## config.mk

```make
export PLATFORM = sky130hd
export DESIGN_NAME = hcc_top
export DESIGN_NICKNAME = d
export VERILOG_FILES = /design/src/include/hcc_pkg.sv /design/src/logic/hcc_top.sv
export SDC_FILE = /design/constraint.sdc
export NUM_CORES = 1
export LEC_CHECK = 0
export BUFFER_PORTS_ARGS = -buffer_cell sky130_fd_sc_hd__clkbuf_2
export CELL_PAD_IN_SITES_DETAIL_PLACEMENT = 0
export CELL_PAD_IN_SITES_GLOBAL_PLACEMENT = 1
export CORE_UTILIZATION = 25
export DETAILED_ROUTE_END_ITERATION = 12
export PLACE_DENSITY_LB_ADDON = 0.1
export SYNTH_ARGS = -nofsm -noshare
export SYNTH_HDL_FRONTEND = slang
export SYNTH_SLANG_ARGS = --single-unit
```

## constraint.sdc

```tcl
create_clock -name clk_i -period 1.9 [get_ports clk_i]
set_clock_uncertainty 0.1 [all_clocks]
set_input_delay 0.095 -clock clk_i [delete_from_list [all_inputs] [get_ports clk_i]]
set_output_delay 0.095 -clock clk_i [all_outputs]
set_load 0.01 [all_outputs]
```

## src/include/hcc_pkg.sv

```systemverilog
// harmonic engine configuration: register map, field layout, timing constants
// assumes a single 50 MHz clock and a plain strobe register port
`default_nettype none
package hcc_pkg;
    // register map (byte addresses on the register port)
    localparam logic [15:0] ADDR_CONFIG = 16'hE900;
    localparam logic [15:0] ADDR_STATUS = 16'hE500;
    localparam logic [15:0] ADDR_MASK   = 16'hE504;

    localparam logic [15:0] CONFIG_RESET = 16'h0008;
    localparam int          READY_BIT    = 19;
    localparam logic [2:0]  RATE_OFF     = 3'h7;
    localparam logic [1:0]  TB_PHASE_C   = 2'h2;
    localparam logic [1:0]  TB_RESERVED  = 2'h3;

    // timing
    localparam int CLK_PERIOD_NS   = 20;
    localparam int TICK_US         = 125;
    localparam int TICK_CYCLES_DEF = (TICK_US * 1000 + CLK_PERIOD_NS - 1) / CLK_PERIOD_NS;
    localparam int SETTLE_MS_0     = 500;
    localparam int SETTLE_MS_1     = 750;
    localparam int SETTLE_MS_2     = 1000;
    localparam int SETTLE_MS_3     = 1250;
    localparam int PERIOD_US_0     = 125;
    localparam int PERIOD_US_1     = 250;
    localparam int PERIOD_US_2     = 1000;
    localparam int PERIOD_US_3     = 16000;
    localparam int PERIOD_US_4     = 128000;
    localparam int PERIOD_US_5     = 512000;
    localparam int PERIOD_US_6     = 1024000;

    typedef struct packed {
        logic [5:0] reserved;
        logic [1:0] timebase;
        logic [2:0] rate;
        logic [1:0] settle;
        logic [1:0] channel;
        logic       ready_now;
    } hcc_cfg_t;

    typedef struct packed {
        logic        we;
        logic        re;
        logic [15:0] addr;
        logic [31:0] wdata;
    } hcc_bus_req_t;

    typedef enum logic [1:0] {
        ST_IDLE   = 2'h0,
        ST_SETTLE = 2'h1,
        ST_RUN    = 2'h3,
        ST_OFF    = 2'h2
    } hcc_state_t;

    function automatic logic [13:0] hcc_settle_ticks(input logic [1:0] sel);
        case (sel)
            2'h0:    hcc_settle_ticks = 14'(SETTLE_MS_0 * 1000 / TICK_US);
            2'h1:    hcc_settle_ticks = 14'(SETTLE_MS_1 * 1000 / TICK_US);
            2'h2:    hcc_settle_ticks = 14'(SETTLE_MS_2 * 1000 / TICK_US);
            default: hcc_settle_ticks = 14'(SETTLE_MS_3 * 1000 / TICK_US);
        endcase
    endfunction

    function automatic logic [13:0] hcc_period_ticks(input logic [2:0] sel);
        case (sel)
            3'h0:    hcc_period_ticks = 14'(PERIOD_US_0 / TICK_US);
            3'h1:    hcc_period_ticks = 14'(PERIOD_US_1 / TICK_US);
            3'h2:    hcc_period_ticks = 14'(PERIOD_US_2 / TICK_US);
            3'h3:    hcc_period_ticks = 14'(PERIOD_US_3 / TICK_US);
            3'h4:    hcc_period_ticks = 14'(PERIOD_US_4 / TICK_US);
            3'h5:    hcc_period_ticks = 14'(PERIOD_US_5 / TICK_US);
            default: hcc_period_ticks = 14'(PERIOD_US_6 / TICK_US);
        endcase
    endfunction
endpackage
`default_nettype wire

```

## src/logic/hcc_top.sv

```systemverilog
// harmonic engine configuration register, ready scheduling and interrupt
// assumes synchronous inputs on clk_i and a master that never overlaps strobes
// Functional notes
// - with ready timing select at 0, the ready flag bit 19 is raised only after the settling delay, then at the update rate.
// - with ready timing select at 1, the ready flag is raised at once after setup, then at the update rate.
// - channel select bits 2:1 pick phase A, B, C or the neutral current for codes 00 to 11.
// - settling delay bits 4:3 give 500, 750, 1000 or 1250 ms and reset to 01.
// - update rate bits 7:5 give 125 us, 250 us, 1 ms, 16 ms, 128 ms, 512 ms or 1.024 s for codes 000 to 110.
// - update rate code 111 disables the harmonic calculations so no result refresh happens.
// - time base bits 9:8 choose the phase voltage used as time base, 00 being phase A.
// - time base code 01 is phase B, 10 is phase C and the reserved 11 acts as phase C.
// - bits 15:10 of the configuration are reserved, read zero and affect nothing.
//
// Implementation choice: the address-and-strobe port.
`default_nettype none
module hcc_top #(
    parameter int TICK_CYCLES = hcc_pkg::TICK_CYCLES_DEF
) (
    input  wire logic                 clk_i,
    input  wire logic                 resetn_i,
    input  wire hcc_pkg::hcc_bus_req_t bus_i,
    output logic [31:0]               rdata_o,
    output logic                      irq_o,
    output logic [1:0]                channel_sel_o,
    output logic [1:0]                timebase_sel_o,
    output logic                      calc_enable_o,
    output logic                      result_update_o
);
    import hcc_pkg::*;

    logic [1:0]  rst_sync_q;
    logic        rst_n;
    hcc_cfg_t    cfg_q;
    hcc_state_t  state_q;
    hcc_state_t  state_d;
    logic [15:0] tick_cnt_q;
    logic        tick;
    logic [13:0] ev_cnt_q;
    logic [13:0] ev_cnt_d;
    logic        set_ready;
    logic        ready_q;
    logic        ready_d;
    logic        mask_q;
    logic [31:0] rdata_q;
    logic        irq_q;
    logic [1:0]  chan_q;
    logic [1:0]  tb_q;
    logic        en_q;
    logic        upd_q;
    logic        cfg_wr;
    logic        stat_wr;
    logic        mask_wr;

    // reset release through two flops, first flop feeds only the second
    always_ff @(posedge clk_i or negedge resetn_i) begin
        if (!resetn_i) begin
            rst_sync_q <= 2'h0;
        end else begin
            rst_sync_q <= {rst_sync_q[0], 1'b1};
        end
    end
    assign rst_n = rst_sync_q[1];

    assign cfg_wr  = bus_i.we && (bus_i.addr == ADDR_CONFIG);
    assign stat_wr = bus_i.we && (bus_i.addr == ADDR_STATUS);
    assign mask_wr = bus_i.we && (bus_i.addr == ADDR_MASK);

    // reserved bits are never stored, so they read zero
    always_ff @(posedge clk_i or negedge rst_n) begin
        if (!rst_n) begin
            cfg_q <= hcc_cfg_t'(CONFIG_RESET);
        end else if (cfg_wr) begin
            cfg_q          <= hcc_cfg_t'(bus_i.wdata[15:0]);
            cfg_q.reserved <= 6'h00;
        end
    end

    always_ff @(posedge clk_i or negedge rst_n) begin
        if (!rst_n) begin
            mask_q <= 1'b0;
        end else if (mask_wr) begin
            mask_q <= bus_i.wdata[READY_BIT];
        end
    end

    // base tick of 125 us; restarted on a config write and while idle, so the
    // first settling delay or update period after setup is a whole tick count long
    always_ff @(posedge clk_i or negedge rst_n) begin
        if (!rst_n) begin
            tick_cnt_q <= 16'h0000;
        end else if (cfg_wr || tick || state_q == ST_IDLE) begin
            tick_cnt_q <= 16'h0000;
        end else begin
            tick_cnt_q <= tick_cnt_q + 16'h0001;
        end
    end
    assign tick = (tick_cnt_q == 16'(TICK_CYCLES - 1));

    always_comb begin
        state_d   = state_q;
        ev_cnt_d  = ev_cnt_q;
        set_ready = 1'b0;
        if (cfg_wr) begin
            state_d  = ST_IDLE;
            ev_cnt_d = 14'h0000;
        end else begin
            case (state_q)
                ST_IDLE: begin
                    ev_cnt_d = 14'h0000;
                    if (cfg_q.rate == RATE_OFF) begin
                        state_d = ST_OFF;
                    end else if (cfg_q.ready_now) begin
                        state_d   = ST_RUN;
                        set_ready = 1'b1;
                    end else begin
                        state_d = ST_SETTLE;
                    end
                end
                ST_SETTLE: begin
                    if (tick) begin
                        if (ev_cnt_q == hcc_settle_ticks(cfg_q.settle) - 14'h0001) begin
                            state_d   = ST_RUN;
                            set_ready = 1'b1;
                            ev_cnt_d  = 14'h0000;
                        end else begin
                            ev_cnt_d = ev_cnt_q + 14'h0001;
                        end
                    end
                end
                ST_RUN: begin
                    if (tick) begin
                        if (ev_cnt_q == hcc_period_ticks(cfg_q.rate) - 14'h0001) begin
                            set_ready = 1'b1;
                            ev_cnt_d  = 14'h0000;
                        end else begin
                            ev_cnt_d = ev_cnt_q + 14'h0001;
                        end
                    end
                end
                ST_OFF: begin
                    state_d = ST_OFF;
                end
                default: begin
                    state_d = ST_IDLE;
                end
            endcase
        end
    end

    always_ff @(posedge clk_i or negedge rst_n) begin
        if (!rst_n) begin
            state_q  <= ST_IDLE;
            ev_cnt_q <= 14'h0000;
        end else begin
            state_q  <= state_d;
            ev_cnt_q <= ev_cnt_d;
        end
    end

    // sticky ready flag: hardware set beats a software one-to-clear
    always_comb begin
        ready_d = ready_q;
        if (cfg_wr) begin
            ready_d = 1'b0;
        end else if (stat_wr && bus_i.wdata[READY_BIT]) begin
            ready_d = 1'b0;
        end
        if (set_ready) begin
            ready_d = 1'b1;
        end
    end

    always_ff @(posedge clk_i or negedge rst_n) begin
        if (!rst_n) begin
            ready_q <= 1'b0;
            irq_q   <= 1'b0;
            upd_q   <= 1'b0;
        end else begin
            ready_q <= ready_d;
            irq_q   <= ready_d && (mask_wr ? bus_i.wdata[READY_BIT] : mask_q);
            upd_q   <= set_ready;
        end
    end

    // routing selects for the engine
    always_ff @(posedge clk_i or negedge rst_n) begin
        if (!rst_n) begin
            chan_q <= 2'h0;
            tb_q   <= 2'h0;
            en_q   <= 1'b0;
        end else begin
            chan_q <= cfg_q.channel;
            tb_q   <= (cfg_q.timebase == TB_RESERVED) ? TB_PHASE_C : cfg_q.timebase;
            en_q   <= (cfg_q.rate != RATE_OFF);
        end
    end

    // read data only in the cycle after the strobe, zero otherwise
    always_ff @(posedge clk_i or negedge rst_n) begin
        if (!rst_n) begin
            rdata_q <= 32'h0000_0000;
        end else if (bus_i.re) begin
            case (bus_i.addr)
                ADDR_CONFIG: rdata_q <= {16'h0000, 16'(cfg_q)};
                ADDR_STATUS: rdata_q <= 32'(ready_q) << READY_BIT;
                ADDR_MASK:   rdata_q <= 32'(mask_q) << READY_BIT;
                default:     rdata_q <= 32'h0000_0000;
            endcase
        end else begin
            rdata_q <= 32'h0000_0000;
        end
    end

    assign rdata_o         = rdata_q;
    assign irq_o           = irq_q;
    assign channel_sel_o   = chan_q;
    assign timebase_sel_o  = tb_q;
    assign calc_enable_o   = en_q;
    assign result_update_o = upd_q;
endmodule
`default_nettype wire

```

Word level (Yosys, flattened, before mapping) --
Index checks and enable logic that the tools add are counted.
Storage, ports and cells: input bits 52, output and inout port bits 39, word-level logic and storage cells 93, flip-flop bits (word level) 85
Cells by class: $add $sub $neg 4, multiplexer cells 36, equal/unequal tests 22, reduce and logical (&&, ||, !) cells 14
Operator list (count):
- 14-bit 2-to-1 mux | 11
- 14-bit one-hot mux with 3 select lines | 2
- 14-bit one-hot mux with 6 select lines | 1
- 20-bit one-hot mux with 3 select lines | 1
- 16-bit equality test, second input constant | 3
- 32-bit 2-to-1 mux | 1
- 14-bit equality test | 2
- 14-bit by 1-bit subtractor with 14-bit output, second input constant | 2
- 16-bit by 1-bit adder with 16-bit output, second input constant | 1
- 16-bit by 13-bit equality test with 1-bit output, second input constant | 1
- 16-bit 2-to-1 mux | 1
- 14-bit by 1-bit adder with 14-bit output, second input constant | 1
- 2-bit 2-to-1 mux | 6
- 3-bit inequality test, second input constant | 4
- 1-bit 2-to-1 mux | 11
- 3-bit equality test, second input constant | 3
- 2-bit equality test, second input constant | 4
- 4-bit nonzero test | 2
- 3-bit by 2-bit equality test with 1-bit output, second input constant | 2
- 2-bit one-hot mux with 3 select lines | 1
- 3-bit AND reduction | 2
- 1-bit logical AND | 5
- 2-bit by 1-bit equality test with 1-bit output, second input constant | 2
- 2-bit logical NOT | 2
- 4 further kinds | 5

Depth between registers and ports, before layout --
depth in word-level cells 13, mapped depth 10, gate-level depth less buffers 9

Least setup slack after synthesis --
No wires, ideal clock.
path type register to register, start point reg cfg_q[6] (netlist name), end point reg ev_cnt_q[10], cell stages (with the launch flop) 11, data arrival time 2.961 ns, buffers on the path 1, period minus slack after synthesis 3.196 ns, path slack -1.296 ns, data required time 1.665 ns, library setup time 0.135 ns, path through dfrtp_1 -> clkbuf_1 -> or3b_2 -> ha_1 -> ha_1 -> xnor2_1 -> or4_1 -> nor3_2 -> a31oi_2 -> o31ai_4 -> nor2_1
Between the ends: word-level cells in the longest chain between the ends 11, elaborated cells on any way between the ends 16, those cells by class add/sub: 1; eq/ne: 6; mux: 8; reduce/logical: 1
RTL lines:
- start: declaration | RTL line hcc_top.sv:33 | hcc_cfg_t cfg_q;
- start signal: assignment | RTL line hcc_top.sv:71 | cfg_q <= hcc_cfg_t'(CONFIG_RESET);
- start signal: assignment | RTL line hcc_top.sv:73 | cfg_q <= hcc_cfg_t'(bus_i.wdata[15:0]);
- 3-bit equality test, or another cell as far along | RTL line hcc_pkg.sv:65 | case (sel)
- 14-bit one-hot mux with 6 select lines (*) | RTL line hcc_pkg.sv:65
- 14-bit 2-to-1 mux (*) | RTL line hcc_top.sv:131 | if (tick) begin
- 14-bit 2-to-1 mux (*) | RTL line hcc_top.sv:107 | case (state_q)
- 14-bit 2-to-1 mux (*) | RTL line hcc_top.sv:103 | if (cfg_wr) begin
- 14-bit by 1-bit subtractor with 14-bit output (*) | RTL line hcc_top.sv:132 | if (ev_cnt_q == hcc_period_ticks(cfg_q.rate) - 14'h0001) begin
- 14-bit equality test (*) | RTL line hcc_top.sv:132
- 14-bit 2-to-1 mux (*) | RTL line hcc_top.sv:132
- 14-bit 2-to-1 mux (*) | RTL line hcc_top.sv:131
- 14-bit one-hot mux with 3 select lines (*) | RTL line hcc_top.sv:107
- 14-bit 2-to-1 mux (*) | RTL line hcc_top.sv:103
- end signal: assignment | RTL line hcc_top.sv:156 | ev_cnt_q <= ev_cnt_d;
- end: declaration | RTL line hcc_top.sv:38 | logic [13:0] ev_cnt_q;
Mark *: on every way between the ends. The rest lies on a longest branch, timed or not. The select of a mux whose other input is x is not followed. A chain may end at the register's enable or synchronous reset.

Final worst setup path --
start point reg cfg_q[7] (netlist name), end point reg ev_cnt_q[12]
Same word-level chain as after synthesis.

==> flow_summary.json <==
{
  "p_leak_nw": 2.43,
  "row_count": 42,
  "place_hpwl_mm": 6.67,
  "synth_ff_type": "dfrtp_1",
  "post_synth_and_or_nand_nor_area_fraction": 0.245,
  "use_met3": 0.0385,
  "async_flop_share": 1.00,
  "drt_first_pass_iters": 4,
  "area.growth.synth_to_final_pct": 45.2,
  "grt_max_degree": 63,
  "routed_via_density": 4.27,
  "crit_chain": "or3b_4, ha_4, ha_4, xor2_1, or4_4, nor3_4, a31oi_4, o31ai_4, buf_12, a21oi_1",
  "timing.critical_path.mode_cell": "ha_4",
  "postSynthAreaPerCell_um2": 9.63,
  "root_buffer": "clkbuf_16",
  "drc_errors": 0,
  "rsz0062_at_grt": "yes",
  "grtUsageMet2": 0.218,
  "fillers": 1406,
  "drv_cap": 0,
  "clk_latency_ps": 340,
  "holdWs_ps": 24.8,
  "cts_buffers": 9,
  "cp-end-kind": "flop",
  "first_global_vias": 2981,
  "fin_tns_setup_ps": -16250,
  "finish.utilization": 0.378,
  "grt_pass1_wl_mm": 14.9,
  "timing.final.ws_setup_ps": -977,
  "finalNonFillerCells": 675,
  "fmax_mhz": 348,
  "grt.busiest_layer": "met2",
  "antenna_found_initial": 0,
  "regArea_um2": 1600,
  "violations": "negative setup slack",
  "start_util": 0.260,
  "cp_max_fo": 10,
  "wl_mm": 9.04,
  "synth_cells": 362,
  "numPortBuffers": 48,
  "worstMarginPinSlew_ps": 552,
  "syn_area_um2": 3490,
  "peakVddDrop_mv": 0.539,
  "synth.ff_latch_count": 64,
  "p_per_area_nw_per_um2": 797,
  "detail_route.wl_per_cell_um": 13.4,
  "num_vias": 2884,
  "setup_violations": 19,
  "arrival_ps": 2990,
  "clockBufferDepth": 2,
  "slew_violations": 0,
  "io_pins": 91,
  "dp.cells": 640,
  "finalNetCount": 560,
  "outcome": "finished with violations",
  "worst_path_max_delay_cell": "or4_4",
  "cp-start-kind": "flop",
  "ys_seq_area_frac": 0.460,
  "cts_tree": "done",
  "die-area_um2": 14400,
  "final_layout_size_suffix_gt1_frac": 0.363,
  "detail-route-antenna-nets": 0,
  "core_um2": 13400,
  "crit_type": "flop to flop",
  "synth-edff-count": 0,
  "track_usage": 0.138,
  "overflow": 0,
  "synth_compound_area_frac": 0.0707,
  "use_met1": 0.175,
  "place_congestion": 0.785,
  "max_slew_margin": 0.628,
  "max_stage_delay_ps": 520,
  "synthXorXnorAreaFrac": 0.0804,
  "synth.area.mux_share": 0.0223,
  "hold_viol": 0,
  "die_y_um": 120,
  "multi_input_comb_area_um2": 1920,
  "synth_top_family_by_area": "simple AND/OR/NAND/NOR gates",
  "clk_pin_slew_ps": 50,
  "ys_types": 51,
  "finalCritPeriodShare": 1.51,
  "synthAdderAreaFrac": 0.0467,
  "finalCriticalPeriod_ps": 2880,
  "die_x_um": 120,
  "yosysWarningCount": 0,
  "hold_class": "input port to flop",
  "dr.first_iter.drc_count": 106,
  "diodes": 0,
  "post-place-ws_ps": -1070,
  "htreeDepth": 3,
  "required_ps": 2020,
  "clkSinkCount": 64
}
## routing by layer
metal / up-vias / wire length (um)
li1: 1453 / -
met1: 1376 / 4210
met2: 44 / 4360
met3: 11 / 300
met4: 0 / 176
met5: - / 0
## stage by stage
step	cell area, um^2	total power [mW]
after CTS	4890	3.98
after detailed placement	4380	2.30
after global placement	4380	2.30
after global routing	5060	4.24
final	5060	4.04
after floorplan	3620	1.97
## cell usage after synthesis, types with 2 or more instances
master	n	area (um^2)
a21oi_1	5	25.0
and2_1	10	62.6
and3_1	4	25.0
and4_1	6	52.6
buf_2	5	25.0
buf_4	22	165
clkbuf_1	7	26.3
conb_1	2	7.51
dfrtp_1	63	1580
ha_1	13	163
inv_1	10	37.5
mux2_2	6	67.6
nand2_1	36	135
nand2b_1	7	43.8
nand3_1	14	70.1
nand4_1	12	75.1
nor2_1	42	158
nor2b_1	5	31.3
nor3_1	7	35.0
nor3b_1	2	15.0
nor4_1	2	12.5
nor4b_1	3	26.3
o2111ai_1	3	26.3
o211ai_1	3	22.5
o21ai_0	10	50.1
o21ai_1	2	10.0
o22ai_1	2	12.5
or2_2	3	18.8
or3_1	3	18.8
or4_1	2	15.0
xnor2_1	9	78.8
xor2_1	23	201
## area by class of cell
cell class,instances,area share
tap,176,0.0435
inverter,10,0.00741
clock buffer,11,0.0479
sequential,64,0.317
clock inverter,4,0.00890
multi-input combinational,274,0.379
timing repair buffer,136,0.196
## registers in the layout (all words and copies together) (netlist names)
name and count:
rdata_o 11, channel_sel_o 2, irq_o 1, state_q 2, rst_sync_q 2, mask_q 1, calc_enable_o 1, ready_q 1
result_update_o 1, cfg_q 10, tick_cnt_q 16, timebase_sel_o 2, ev_cnt_q 14
## report_power, final
part           internal (mW)  switching [mW]
registers               1.52          0.0985
logic                  0.420           0.372
clock network           1.04           0.591
## path summary, 6_finish.rpt
kind | cells after the start | slack, ps | start | to
max | 10 | -980 | cfg_q[7] | ev_cnt_q[12]
min | 3 | 20 | bus_i[34] | rdata_o[19]
max reg2reg | 10 | -980 | cfg_q[7] | ev_cnt_q[12]
min reg2reg | 1 | 170 | rst_sync_q[1] | rdata_o[19]
max in group asynchronous | 3 | 1060 | resetn_i | rst_sync_q[1]
min in group asynchronous | 1 | 170 | rst_sync_q[1] | rdata_o[19]
## cells by family (layout without fill, tap and decap cells)
group | count (synthesis) | count (layout)
XOR/XNOR | 32 | 32
flip-flops | 64 | 64
adder cells (fa/ha/maj) | 13 | 13
multiplexers | 7 | 7
buffers and inverters | 44 | 161
AND/OR/NAND/NOR | 165 | 165
AO/OA/AOI/OAI | 35 | 35
other | 2 | 22
## worst max-delay path, delay by kind of cell, from the launching register on
kind                       cells  cell delay, ps
and+or+nand+nor                3            1170
DFF                            1             400
AOI/OAI and AO/OA              3             450
adders and majority gates      2             330
xor gates and xnor gates       1             140
buffers and inverters          1             160
## timing repair
item                                   CTS  global route
pin swaps                                7             5
buffers inserted                         1             5
endpoints found under the hold margin   16             0
gates cloned                             1             0
hold buffers                            15             0
setup endpoints to repair               35            35
resized for setup                       13            37
## cells in the final DEF, fill, tap and decap left out, types with 3 or more instances in the layout
cell           Yosys  layout
nand2_1           36      36
and4_1             6       6
o21ai_0           10       8
clkinv_2           0       3
nor2_1            42      30
inv_1             10       9
nor2_2             0       4
buf_6              0       3
dfrtp_1           63      62
mux2_2             6       6
a21oi_1            5       5
nor3_1             7       7
buf_4             22      66
conb_1             2      22
ha_1              13       7
clkbuf_2           0      48
buf_12             0       3
o21ai_1            2       3
xnor2_1            9       9
dlygate4sd3_1      0      15
ha_4               0       5
xor2_1            23      23
nor2_4             0       8
and3_1             4       4
nor2b_1            5       4
nand4_1           12      12
or2_2              3       3
nor4b_1            3       3
nand2b_1           7       7
and2_1            10      10
clkbuf_16          0       9
nand3_1           14      13
o211ai_1           3       3
Note: power is estimated with default switching activity, not from simulation.
